==> src/dma_cfg.svh <==
// constants for the dual-buffer serial dma ends
// assumes: included by bare name from the package only; both ends see it through the package file
`ifndef DMA_CFG_SVH
`define DMA_CFG_SVH
// ==========================================
// device register indices on the link
`define RG_RXA_ADDR 5'h00
`define RG_RXA_CNT 5'h01
`define RG_RXA_STS 5'h02
`define RG_RXB_ADDR 5'h03
`define RG_RXB_CNT 5'h04
`define RG_RXB_STS 5'h05
`define RG_TXA_ADDR 5'h06
`define RG_TXA_CNT 5'h07
`define RG_TXA_STS 5'h08
`define RG_TXB_ADDR 5'h09
`define RG_TXB_CNT 5'h0A
`define RG_TXB_STS 5'h0B
`define RG_BSTS 5'h0C
`define RG_IRQ_EN 5'h0D
`define RG_RISR 5'h0E
`define RG_TX_IRQ_STS 5'h0F
`define RG_RXCUR 5'h10
`define RG_TX_CMD 5'h11
// ==========================================
// descriptor status bits
`define B_OWN 0
`define B_IRQ_SEL 1
`define B_APPEND 3
`define B_BUF_START 4
`define B_BUF_END 5
`define B_EOF 6
`define B_ERR 7
// dma_buffer_status bits
`define S_RBUSY 0
`define S_NRBUF 1
`define S_TBUSY 2
`define S_NTBUF 3
// interrupt_enable_reg, tx_interrupt_status, special_tx_command bits
`define IE_TXD 0
`define IE_TX_EMPTY 1
`define IE_RX 2
`define TI_TXD 0
`define ST_APPEND_END 0
// ==========================================
// host apb map and memory
`define H_ADDR 12'h000
`define H_WDATA 12'h004
`define H_CTRL 12'h008
`define H_STAT 12'h00C
`define H_RDATA 12'h010
`define H_MEM_LO 12'h100
`define H_MEM_HI 12'h1FC
`define C_GO 0
`define C_WE 1
`define MEM_AW 6
`define CNT_ONE 16'h0001
`endif

==> src/dma_pkg.sv <==
// types shared by both ends of the dma link
// assumes: dma_cfg.svh on the include path
`include "dma_cfg.svh"
package dma_pkg;
	typedef struct packed {
		logic [31:0] addr;
		logic [15:0] cnt;
		logic [7:0] sts;
	} desc_s;
	typedef enum logic [1:0] {RX_IDLE, RX_WRITE} rx_state_e;
	typedef enum logic [1:0] {TX_IDLE, TX_FETCH, TX_SEND} tx_state_e;
	typedef struct packed {
		rx_state_e st;
		logic sel, nxt, busy, first, last, good, req, done, dbuf, rdy;
		logic [15:0] cnt, dcnt;
		logic [7:0] data, dsts;
		logic [31:0] maddr;
	} rx_s;
	typedef struct packed {
		desc_s rxa, rxb, txa, txb;
		logic [7:0] irq_en, risr, tx_irq_sts, tdata;
		logic ntbuf, tbusy, cur, aterm, ack, tmreq, tvalid, tlast, rxirq, txirq;
		tx_state_e tst;
		logic [15:0] idx, asent;
		logic [31:0] taddr, rdata;
	} dev_s;
	typedef struct packed {
		logic [(1<<`MEM_AW)-1:0][7:0] mem;
		logic [4:0] addr;
		logic [31:0] wdata, rdata, prdata;
		logic we, req, pready, pslverr, rmack, tmack;
		logic [7:0] tmdata;
	} host_s;
endpackage

==> src/dma_link.sv <==
// link between the host end and the device end
// assumes: both ends on one clock; every request held until its ack
interface dma_link;
	logic reg_req, reg_we, reg_ack;
	logic [4:0] reg_addr;
	logic [31:0] reg_wdata, reg_rdata;
	logic rmem_req, rmem_ack;
	logic [31:0] rmem_addr;
	logic [7:0] rmem_data;
	logic tmem_req, tmem_ack;
	logic [31:0] tmem_addr;
	logic [7:0] tmem_data;
	logic rx_irq, tx_irq;
	modport dev(input reg_req, reg_we, reg_addr, reg_wdata, rmem_ack, tmem_ack, tmem_data,
		output reg_ack, reg_rdata, rmem_req, rmem_addr, rmem_data, tmem_req, tmem_addr, rx_irq, tx_irq);
	modport host(output reg_req, reg_we, reg_addr, reg_wdata, rmem_ack, tmem_ack, tmem_data,
		input reg_ack, reg_rdata, rmem_req, rmem_addr, rmem_data, tmem_req, tmem_addr, rx_irq, tx_irq);
endinterface

==> src/rx_dma_engine.sv <==
// receive side of one channel: stores bytes into buffer a or b
// assumes: descriptors come from the owning register file, same clock
module rx_dma_engine
	import dma_pkg::*;
(
	input logic clk_i,
	input logic rst_n_i,
	input logic ce_i,
	input dma_pkg::desc_s da_i,
	input dma_pkg::desc_s db_i,
	input logic rx_valid_i,
	input logic [7:0] rx_data_i,
	input logic rx_last_i,
	input logic rx_good_i,
	input logic mem_ack_i,
	output dma_pkg::rx_s st_o
);
	rx_s q, n;
	desc_s d;

	always_comb begin
		n = q;
		d = q.sel ? db_i : da_i;
		n.done = 1'b0;
		case (q.st)
			RX_IDLE: begin
				if (rx_valid_i && q.rdy) begin
					if (q.cnt == '0) begin
						n.nxt = ~q.sel;
					end
					if (!q.busy) begin
						n.busy = 1'b1;
						n.first = 1'b1;
					end
					n.data = rx_data_i;
					n.last = rx_last_i;
					n.good = rx_good_i;
					n.req = 1'b1;
					n.st = RX_WRITE;
				end
			end
			RX_WRITE: begin
				if (mem_ack_i) begin
					n.req = 1'b0;
					n.cnt = q.cnt + `CNT_ONE;
					n.st = RX_IDLE;
					if (q.last || n.cnt == d.cnt) begin
						n.done = 1'b1;
						n.dbuf = q.sel;
						n.dcnt = n.cnt;
						n.dsts = '0;
						n.dsts[`B_BUF_END] = 1'b1;
						n.dsts[`B_EOF] = q.last && q.good;
						n.dsts[`B_ERR] = q.last && !q.good;
						n.dsts[`B_BUF_START] = !q.last && q.first;
						n.first = 1'b0;
						n.cnt = '0;
						n.sel = ~q.sel;
						if (q.last) begin
							n.busy = 1'b0;
						end
					end
				end
			end
			default: n.st = RX_IDLE;
		endcase
		// flags registered so the user side sees flop outputs
		n.rdy = (n.st == RX_IDLE) && !n.done && (n.sel ? db_i.sts[`B_OWN] : da_i.sts[`B_OWN]);
		n.maddr = (n.sel ? db_i.addr : da_i.addr) + {16'h0000, n.cnt};
	end

	always_ff @(posedge clk_i or negedge rst_n_i) begin
		if (!rst_n_i) begin
			q <= '0;
		end else if (ce_i) begin
			q <= n;
		end
	end

	assign st_o = q;
endmodule

==> src/dma_device.sv <==
// device end: dual descriptor dma for one channel, receive and transmit
// assumes: host end serves memory requests; tx consumer is a fifo on tx_ready_i
// Operation
// - frame start flips next receive buffer flag
// - receive busy set during frame, cleared after
// - receive pointer advances per stored byte
// - check delimiter and crc before completing
// - frame end writes actual count back
// - last buffer: end flags set, ownership cleared
// - first full link: end, start flags, count kept
// - receive status: frame end bit6, buffer end bit5
// - host supplies next buffer within one buffer
// - host writes address, count, then ownership
// - two tx descriptors: address, count, status
// - owned descriptor not written by host
// - transmit a then b, alternating on ownership
// - next transmit buffer flag tracks next descriptor
// - empty interrupt when nothing to send
// - done interrupt once per buffer end
// - per descriptor interrupt select bit1
// - chain buffers until eof, then crc
// - append mode scans a count for growth
// - idle append serves owned b, then resumes
// - host writes append count as a word
// - command ends append after queued data
// - next transmit flag bit3, cleared starting b
//
// The APB slave port and the address map were chosen for this implementation.
module dma_device
	import dma_pkg::*;
(
	input logic clk_i,
	input logic rst_n_i,
	input logic ce_i,
	dma_link.dev lnk,
	input logic chan_en_i,
	input logic dma_sel_i,
	input logic sync_i,
	input logic rx_valid_i,
	input logic [7:0] rx_data_i,
	input logic rx_last_i,
	input logic rx_good_i,
	output logic rx_ready_o,
	output logic tx_valid_o,
	output logic [7:0] tx_data_o,
	output logic tx_last_o,
	input logic tx_ready_i
);
	dev_s q, n;
	rx_s rx;
	desc_s d;
	logic en, ta, avail, fin_now;

	// descriptors and flags are per instance, one instance per channel
	rx_dma_engine u_rx (
		.clk_i(clk_i),
		.rst_n_i(rst_n_i),
		.ce_i(ce_i),
		.da_i(q.rxa),
		.db_i(q.rxb),
		.rx_valid_i(rx_valid_i),
		.rx_data_i(rx_data_i),
		.rx_last_i(rx_last_i),
		.rx_good_i(rx_good_i),
		.mem_ack_i(lnk.rmem_ack),
		.st_o(rx)
	);

	function automatic logic [7:0] finish(input logic [7:0] s);
		logic [7:0] r;
		r = s;
		r[`B_OWN] = 1'b0;
		r[`B_BUF_END] = 1'b1;
		return r;
	endfunction

	function automatic logic [7:0] tupd(input logic [7:0] t, input logic [7:0] s);
		logic [7:0] r;
		r = t;
		r[`B_BUF_END] = 1'b1;
		r[`B_EOF] = s[`B_EOF];
		r[`TI_TXD] = t[`TI_TXD] | s[`B_IRQ_SEL];
		return r;
	endfunction

	always_comb begin
		n = q;
		fin_now = 1'b0;
		en = chan_en_i && dma_sel_i;
		ta = q.txa.sts[`B_OWN] && q.txa.sts[`B_APPEND];
		d = q.cur ? q.txb : q.txa;
		n.ack = 1'b0;
		// ==========================================
		// register port
		if (lnk.reg_req && !q.ack) begin
			n.ack = 1'b1;
			case (lnk.reg_addr)
				`RG_RXA_ADDR: n.rdata = q.rxa.addr;
				`RG_RXA_CNT: n.rdata = {16'h0000, q.rxa.cnt};
				`RG_RXA_STS: n.rdata = {24'h000000, q.rxa.sts};
				`RG_RXB_ADDR: n.rdata = q.rxb.addr;
				`RG_RXB_CNT: n.rdata = {16'h0000, q.rxb.cnt};
				`RG_RXB_STS: n.rdata = {24'h000000, q.rxb.sts};
				`RG_TXA_ADDR: n.rdata = q.txa.addr;
				`RG_TXA_CNT: n.rdata = {16'h0000, q.txa.cnt};
				`RG_TXA_STS: n.rdata = {24'h000000, q.txa.sts};
				`RG_TXB_ADDR: n.rdata = q.txb.addr;
				`RG_TXB_CNT: n.rdata = {16'h0000, q.txb.cnt};
				`RG_TXB_STS: n.rdata = {24'h000000, q.txb.sts};
				`RG_BSTS: n.rdata = {28'h0000000, q.ntbuf, q.tbusy, rx.nxt, rx.busy};
				`RG_IRQ_EN: n.rdata = {24'h000000, q.irq_en};
				`RG_RISR: n.rdata = {24'h000000, q.risr};
				`RG_TX_IRQ_STS: n.rdata = {24'h000000, q.tx_irq_sts};
				`RG_RXCUR: n.rdata = rx.maddr;
				default: n.rdata = '0;
			endcase
			if (lnk.reg_we) begin
				// address and count locked while the device owns the descriptor, except txa count in append mode
				case (lnk.reg_addr)
					`RG_RXA_ADDR: if (!q.rxa.sts[`B_OWN]) n.rxa.addr = lnk.reg_wdata;
					`RG_RXA_CNT: if (!q.rxa.sts[`B_OWN]) n.rxa.cnt = lnk.reg_wdata[15:0];
					`RG_RXA_STS: n.rxa.sts = lnk.reg_wdata[7:0];
					`RG_RXB_ADDR: if (!q.rxb.sts[`B_OWN]) n.rxb.addr = lnk.reg_wdata;
					`RG_RXB_CNT: if (!q.rxb.sts[`B_OWN]) n.rxb.cnt = lnk.reg_wdata[15:0];
					`RG_RXB_STS: n.rxb.sts = lnk.reg_wdata[7:0];
					`RG_TXA_ADDR: if (!q.txa.sts[`B_OWN]) n.txa.addr = lnk.reg_wdata;
					`RG_TXA_CNT: if (!q.txa.sts[`B_OWN] || ta) n.txa.cnt = lnk.reg_wdata[15:0];
					`RG_TXA_STS: n.txa.sts = lnk.reg_wdata[7:0];
					`RG_TXB_ADDR: if (!q.txb.sts[`B_OWN]) n.txb.addr = lnk.reg_wdata;
					`RG_TXB_CNT: if (!q.txb.sts[`B_OWN]) n.txb.cnt = lnk.reg_wdata[15:0];
					`RG_TXB_STS: n.txb.sts = lnk.reg_wdata[7:0];
					`RG_IRQ_EN: n.irq_en = lnk.reg_wdata[7:0];
					`RG_RISR: n.risr = q.risr & ~lnk.reg_wdata[7:0];
					`RG_TX_IRQ_STS: n.tx_irq_sts = q.tx_irq_sts & ~lnk.reg_wdata[7:0];
					`RG_TX_CMD: if (lnk.reg_wdata[`ST_APPEND_END]) n.aterm = 1'b1;
					default: n.irq_en = n.irq_en;
				endcase
			end
		end
		// ==========================================
		// receive write-back, after host writes so hardware set wins
		if (rx.done) begin
			if (rx.dbuf) begin
				n.rxb.cnt = rx.dcnt;
				n.rxb.sts = rx.dsts;
			end else begin
				n.rxa.cnt = rx.dcnt;
				n.rxa.sts = rx.dsts;
			end
			n.risr[`B_BUF_END] = 1'b1;
			n.risr[`B_EOF] = rx.dsts[`B_EOF];
		end
		// ==========================================
		// transmit engine
		case (q.tst)
			TX_IDLE: begin
				if (en) begin
					if (ta && !q.cur) begin
						if (q.txa.cnt != q.asent) begin
							n.idx = q.asent;
							n.tst = TX_FETCH;
							n.tmreq = 1'b1;
							n.tbusy = 1'b1;
						end else if (q.aterm) begin
							n.txa.sts = finish(n.txa.sts);
							n.tx_irq_sts = tupd(n.tx_irq_sts, q.txa.sts);
							n.aterm = 1'b0;
							n.asent = '0;
						end else if (q.txb.sts[`B_OWN]) begin
							n.cur = 1'b1;
						end
					end else if (d.sts[`B_OWN]) begin
						n.ntbuf = ~q.cur;
						n.idx = '0;
						n.tbusy = 1'b1;
						if (d.cnt == '0) begin
							fin_now = 1'b1;
						end else begin
							n.tst = TX_FETCH;
							n.tmreq = 1'b1;
						end
					end
				end
			end
			TX_FETCH: begin
				if (lnk.tmem_ack) begin
					n.tmreq = 1'b0;
					n.tdata = lnk.tmem_data;
					n.tvalid = 1'b1;
					// crc only after the last byte of the eof buffer
					n.tlast = !(ta && !q.cur) && (q.idx + `CNT_ONE == d.cnt) && d.sts[`B_EOF] && sync_i;
					n.tst = TX_SEND;
				end
			end
			TX_SEND: begin
				if (tx_ready_i) begin
					n.tvalid = 1'b0;
					n.tlast = 1'b0;
					if (ta && !q.cur) begin
						n.asent = q.idx + `CNT_ONE;
						n.tbusy = 1'b0;
						n.tst = TX_IDLE;
					end else if (q.idx + `CNT_ONE == d.cnt) begin
						fin_now = 1'b1;
					end else begin
						n.idx = q.idx + `CNT_ONE;
						n.tmreq = 1'b1;
						n.tst = TX_FETCH;
					end
				end
			end
			default: n.tst = TX_IDLE;
		endcase
		if (fin_now) begin
			if (q.cur) begin
				n.txb.sts = finish(n.txb.sts);
			end else begin
				n.txa.sts = finish(n.txa.sts);
			end
			n.tx_irq_sts = tupd(n.tx_irq_sts, d.sts);
			n.cur = ~q.cur;
			n.tbusy = 1'b0;
			n.tst = TX_IDLE;
		end
		n.taddr = (n.cur ? n.txb.addr : n.txa.addr) + {16'h0000, n.idx};
		// ==========================================
		// interrupt levels
		avail = (ta && !q.cur) ? (q.txa.cnt != q.asent || q.txb.sts[`B_OWN]) : d.sts[`B_OWN];
		n.txirq = (n.irq_en[`IE_TXD] && n.tx_irq_sts[`TI_TXD]) ||
			(n.irq_en[`IE_TX_EMPTY] && en && q.tst == TX_IDLE && !avail);
		n.rxirq = n.irq_en[`IE_RX] && (n.risr[`B_BUF_END] || n.risr[`B_EOF]);
	end

	always_ff @(posedge clk_i or negedge rst_n_i) begin
		if (!rst_n_i) begin
			q <= '0;
		end else if (ce_i) begin
			q <= n;
		end
	end

	assign lnk.reg_ack = q.ack;
	assign lnk.reg_rdata = q.rdata;
	assign lnk.rmem_req = rx.req;
	assign lnk.rmem_addr = rx.maddr;
	assign lnk.rmem_data = rx.data;
	assign lnk.tmem_req = q.tmreq;
	assign lnk.tmem_addr = q.taddr;
	assign lnk.rx_irq = q.rxirq;
	assign lnk.tx_irq = q.txirq;
	assign rx_ready_o = rx.rdy;
	assign tx_valid_o = q.tvalid;
	assign tx_data_o = q.tdata;
	assign tx_last_o = q.tlast;
endmodule

==> src/flat_wrapper.sv <==
// flat-port wrapper written by rule: the top's interface ports become plain ports
module dma_device_flat import dma_pkg::*;
  (clk_i, rst_n_i, ce_i, chan_en_i, dma_sel_i, sync_i, rx_valid_i, rx_data_i, rx_last_i, rx_good_i, rx_ready_o, tx_valid_o, tx_data_o, tx_last_o, tx_ready_i, lnk_reg_req, lnk_reg_we, lnk_reg_addr, lnk_reg_wdata, lnk_rmem_ack, lnk_tmem_ack, lnk_tmem_data, lnk_reg_ack, lnk_reg_rdata, lnk_rmem_req, lnk_rmem_addr, lnk_rmem_data, lnk_tmem_req, lnk_tmem_addr, lnk_rx_irq, lnk_tx_irq);
  dma_link lnk_i ();
  input logic clk_i;
  input logic rst_n_i;
  input logic ce_i;
  input logic chan_en_i;
  input logic dma_sel_i;
  input logic sync_i;
  input logic rx_valid_i;
  input logic [7:0] rx_data_i;
  input logic rx_last_i;
  input logic rx_good_i;
  output logic rx_ready_o;
  output logic tx_valid_o;
  output logic [7:0] tx_data_o;
  output logic tx_last_o;
  input logic tx_ready_i;
  input wire logic [$bits(lnk_i.reg_req)-1:0] lnk_reg_req;
  input wire logic [$bits(lnk_i.reg_we)-1:0] lnk_reg_we;
  input wire logic [$bits(lnk_i.reg_addr)-1:0] lnk_reg_addr;
  input wire logic [$bits(lnk_i.reg_wdata)-1:0] lnk_reg_wdata;
  input wire logic [$bits(lnk_i.rmem_ack)-1:0] lnk_rmem_ack;
  input wire logic [$bits(lnk_i.tmem_ack)-1:0] lnk_tmem_ack;
  input wire logic [$bits(lnk_i.tmem_data)-1:0] lnk_tmem_data;
  output wire logic [$bits(lnk_i.reg_ack)-1:0] lnk_reg_ack;
  output wire logic [$bits(lnk_i.reg_rdata)-1:0] lnk_reg_rdata;
  output wire logic [$bits(lnk_i.rmem_req)-1:0] lnk_rmem_req;
  output wire logic [$bits(lnk_i.rmem_addr)-1:0] lnk_rmem_addr;
  output wire logic [$bits(lnk_i.rmem_data)-1:0] lnk_rmem_data;
  output wire logic [$bits(lnk_i.tmem_req)-1:0] lnk_tmem_req;
  output wire logic [$bits(lnk_i.tmem_addr)-1:0] lnk_tmem_addr;
  output wire logic [$bits(lnk_i.rx_irq)-1:0] lnk_rx_irq;
  output wire logic [$bits(lnk_i.tx_irq)-1:0] lnk_tx_irq;
  assign lnk_i.reg_req = lnk_reg_req;
  assign lnk_i.reg_we = lnk_reg_we;
  assign lnk_i.reg_addr = lnk_reg_addr;
  assign lnk_i.reg_wdata = lnk_reg_wdata;
  assign lnk_i.rmem_ack = lnk_rmem_ack;
  assign lnk_i.tmem_ack = lnk_tmem_ack;
  assign lnk_i.tmem_data = lnk_tmem_data;
  assign lnk_reg_ack = lnk_i.reg_ack;
  assign lnk_reg_rdata = lnk_i.reg_rdata;
  assign lnk_rmem_req = lnk_i.rmem_req;
  assign lnk_rmem_addr = lnk_i.rmem_addr;
  assign lnk_rmem_data = lnk_i.rmem_data;
  assign lnk_tmem_req = lnk_i.tmem_req;
  assign lnk_tmem_addr = lnk_i.tmem_addr;
  assign lnk_rx_irq = lnk_i.rx_irq;
  assign lnk_tx_irq = lnk_i.tx_irq;
  dma_device u_core (.clk_i(clk_i), .rst_n_i(rst_n_i), .ce_i(ce_i), .lnk(lnk_i), .chan_en_i(chan_en_i), .dma_sel_i(dma_sel_i), .sync_i(sync_i), .rx_valid_i(rx_valid_i), .rx_data_i(rx_data_i), .rx_last_i(rx_last_i), .rx_good_i(rx_good_i), .rx_ready_o(rx_ready_o), .tx_valid_o(tx_valid_o), .tx_data_o(tx_data_o), .tx_last_o(tx_last_o), .tx_ready_i(tx_ready_i));
endmodule
==> config.mk <==
export PLATFORM = sky130hd
export DESIGN_NAME = dma_device_flat
export DESIGN_NICKNAME = d
export VERILOG_FILES = /design/src/dma_pkg.sv /design/src/dma_link.sv /design/src/rx_dma_engine.sv /design/src/dma_device.sv /design/src/flat_wrapper.sv
export VERILOG_INCLUDE_DIRS = /design/src
export SDC_FILE = /design/constraint.sdc
export NUM_CORES = 1
export LEC_CHECK = 0
export BUFFER_PORTS_ARGS = -buffer_cell sky130_fd_sc_hd__clkbuf_2
export CAP_MARGIN = 15
export CORE_MARGIN = 4
export CORE_UTILIZATION = 46
export DETAILED_ROUTE_END_ITERATION = 8
export GPL_TIMING_DRIVEN = 0
export PLACE_DENSITY = 0.66
export RECOVER_POWER = 50
export REMOVE_ABC_BUFFERS = 1
export SYNTH_ARGS = -nofsm -noshare
export SYNTH_HDL_FRONTEND = slang
export SYNTH_SLANG_ARGS = --single-unit
export TNS_END_PERCENT = 5
==> constraint.sdc <==
create_clock -name clk_i -period 6.6 [get_ports clk_i]
set_input_delay 1.32 -clock clk_i [delete_from_list [all_inputs] [get_ports clk_i]]
set_output_delay 1.32 -clock clk_i [all_outputs]
set_load 0.1 [all_outputs]
==> results.ini <==
[global_routing]
grt_pass1_vias = 21490
grt_pass1_wl_um = 132000
use_met2_pct = 44.2
track_usage_pct = 28.2
grt_max_degree = 111
grt_antenna_before_repair = 8
top_usage_layer = met2
grt_use_met3_pct = 7.51
grt_remaining_overflow = 0
met1_usage_pct = 37.9

[worst_hold_path]
hold_depth = 1
hp-class = register to register
worstHoldEndpoint = u_core.lnk.reg_rdata[24]$_DFFE_PN0P_
min_from = u_core.lnk.reg_rdata[24]$_DFFE_PN0P_

[cts]
htreeDepth = 2
cts_buffers = 51
clkTransAtPathRegs_ns = 0.06
cts.sinks = 452
root_buffer = clkbuf_16
cts_tree = done
cts_hold_buf = 0
cts_buffer_depth = 3
clkLatencyLatePin_ns = 0.61

[timing]
max_freq_mhz = 155
worst_clock_skew_ns = 0.0193
slew_headroom_pct = -113
setup_violations = 0
period_needed_ns = 6.44
slew_viol_final = 201
fin_crit_sh_pct = 97.6
tightest_slew_ns = 3.20
hold_viol = 0
rsz0062_at_grt = true

[power]
p_int_mw = 5.67
p_per_area_nw_per_um2 = 321
p_sw_share_pct = 40.1
seq_power_share_pct = 37.5
clkPwrFrac_pct = 30.5
vdd_drop_max_uv = 353
combPwrFrac_pct = 32.0
leakagePower_nw = 13.4
p_sw_mw = 3.80

[placed_design]
hpwlAfterDp_um = 62200
placed_area_um2 = 27300
portBuffers = 186
routabilityCongestion = 0.960
dp.cells = 3382

[synth]
synth_xor_area_share_pct = 5.32
netlist_instances = 2682
ys_ff_latch = 452
synth_edf_count = 0
syn_avg_cell_area_um2 = 9.75
synth_compound_area_share_pct = 16.8
async_flop_share_pct = 100
synth_top_area_share_pct = 43.2
ys_warn_count = 0
synth_top_family_by_area = compound AO/OA/AOI/OAI gates
yosysTopAreaCell = dfrtp_1
synthMuxAreaShare_pct = 12.6
syn_area_um2 = 26200
yosys-top-cells-area = dfrtp_1 43%, mux2_2 11%, nand2_1 4.3%
synth_fa_ha_area_share_pct = 1.83
synth-simple-area-share_pct = 13.7
ys_seq_area_share_pct = 43.2
synthFlopType = dfrtp_1
yosysUniqueCellTypes = 81

[critical_path]
cp_max_fo = 8
r2r_cells = 24
endpoint_kind = register
startpoint_type = register
startpoint = u_core.q[205]$_DFFE_PN0P_
critPathKind = register to register
r2r_slack_ns = 0.16
cp.arrival_ns = 6.89
r2r_start = u_core.q[205]$_DFFE_PN0P_
r2r_end = u_core.lnk.tmem_addr[22]$_DFFE_PN0P_
required_ns = 7.04

[final_layout]
layout-area-overhead-vs-synth_pct = 12.8
final_area_um2 = 29500
final_common_cell = dfrtp_1
drive_gt1_share_pct = 24.8
final_cell_mix = 432 x dfrtp_1, 292 x nand2_1, 245 x mux2_2
instances_no_fill = 3518
finalNetCount = 2822

[route]
vias_per_cell = 6.21
avgRoutedWirePerCell_um = 24.9
drt_iter0_markers = 2380
drc = 0
vias = 21854
drtPass1Iterations = 8
wl_um = 87400
route.antenna.remaining_nets = 0

[die]
die_area_um2 = 60700
io_pins = 187
core_area_um2 = 56400
num_rows = 87
start_util_pct = 46.4
fp.dieW_um = 246
die_h_um = 246

[job]
max_cap_violations = 3

[outcome]
violations = max-capacitance violations, max-slew violations
outcome = finished with violations

[layout make-up]
class	instances	area, um^2
repair buffers	266	1800
fillers	5142	26900
well taps	756	946
clock inverters	20	173
multi-input cells	1905	13600
flip-flops and latches	452	11300
inverters	42	158
clock buffers	73	1510
diodes	4	10.0
[registers in the layout (all words and copies together) (netlist names)]
signal	cells
u_core.tx_data_o	8
u_core.lnk.tx_irq	1
u_core.lnk.reg_rdata	32
u_core.lnk.tmem_addr	32
u_core.tx_last_o	1
u_core.lnk.rx_irq	1
u_core.q	286
u_core.lnk.tmem_req	1
u_core.lnk.reg_ack	1
u_core.tx_valid_o	1
u_core.u_rx.st_o	88
[worst max-delay path by stage]
stage,depth (start not counted),to,slack (ns)
global placement,1,u_core.u_rx.st_o[0]$_DFFE_PN0P_,-6.21
CTS,24,u_core.lnk.tmem_addr[22]$_DFFE_PN0P_,-0.04
finish,24,u_core.lnk.tmem_addr[22]$_DFFE_PN0P_,0.16
floorplan,25,u_core.u_rx.st_o[30]$_DFFE_PN0P_,-1.01
global route,24,u_core.lnk.tmem_addr[22]$_DFFE_PN0P_,-0.03
detailed placement,24,u_core.lnk.tmem_addr[22]$_DFFE_PN0P_,-1.57
[kinds of logic (layout without fill, tap and decap cells)]
family	after synthesis	after routing
AND/OR/NAND/NOR	768	769
AO/OA/AOI/OAI	660	661
flip-flops	452	452
buffers and inverters	327	401
multiplexers	298	298
XOR/XNOR	140	140
adder cells (fa/ha/maj)	37	37
other	0	4
[through the flow]
step           TNS (ns)  total power [mW]  util [%]  hold slack, ns  setup WS, ns
6_report              0              9.46      52.3           0.475         0.156
5_1_grt         -0.0326              9.81      52.3           0.490       -0.0326
4_1_cts         -0.0438              9.44      52.0           0.479       -0.0438
3_5_place_dp     -45.99              6.48      48.4           0.464         -1.57
3_3_place_gp   -3588.49              6.35      47.0           0.459         -6.21
2_1_floorplan    -18.82              5.53         -           0.450         -1.01
[Yosys cell counts (all sizes together), types with 15 or more instances]
cell and n:
dfrtp 452, nand2 299, mux2 245, nor2 187
buf 159, a21oi 146, o21ai 146, clkbuf 126
xnor2 95, a22oi 85, nand3 79, o22ai 67
mux2i 53, nor3 43, inv 42, a21o 39
nand4 38, ha 35, xor2 33, a222oi 28
nor4 27, o31ai 21, a221oi 19, nand2b 19
a22o 15
[worst max-delay path, stage by stage (launching register included)]
cell	delay, ns
dfrtp_1	0.44
xnor2_1	0.31
nand4_1	0.17
nor4_1	0.65
clkdlybuf4s18_2	0.36
a31o_2	0.16
a41oi_1	0.11
nand2_4	0.31
nand2_2	0.19
a21oi_4	0.33
buf_4	0.21
nor2_1	0.04
nor2_1	0.44
ha_1	0.26
inv_1	0.07
o21ai_0	0.15
and2_1	0.16
o22a_1	0.19
a31oi_2	0.12
a211o_1	0.32
o21a_1	0.24
o21ai_4	0.17
or4b_2	0.61
xnor2_1	0.16
a21oi_1	0.08
[routing by layer]
| layer | vias to the layer above | wire, um |
|---|---|---|
| met4 | 6 | 3210 |
| met2 | 1035 | 40300 |
| met3 | 196 | 8040 |
| met5 | - | 44 |
| li1 | 9707 | - |
| met1 | 10910 | 35800 |
[power by group through the flow]
stage                     registers [mW]  logic [mW]  clock network (mW)
after floorplan                     4.40        1.13                   0
after global placement              3.58        2.77                   0
after detailed placement            3.58        2.89                   0
after CTS                           3.53        2.98                2.92
after global routing                3.59        3.20                3.03
final                               3.55        3.02                2.89
[what timing repair did]
action                                 4_1_cts  5_1_grt
gates cloned                                 2        0
endpoints found under the hold margin        0        0
gates resized for setup                     48       37
pin swaps                                   10        7
setup buffers                               15       20
setup endpoints to repair                   47       34
No activity file was read; power rests on OpenSTA's default activity.
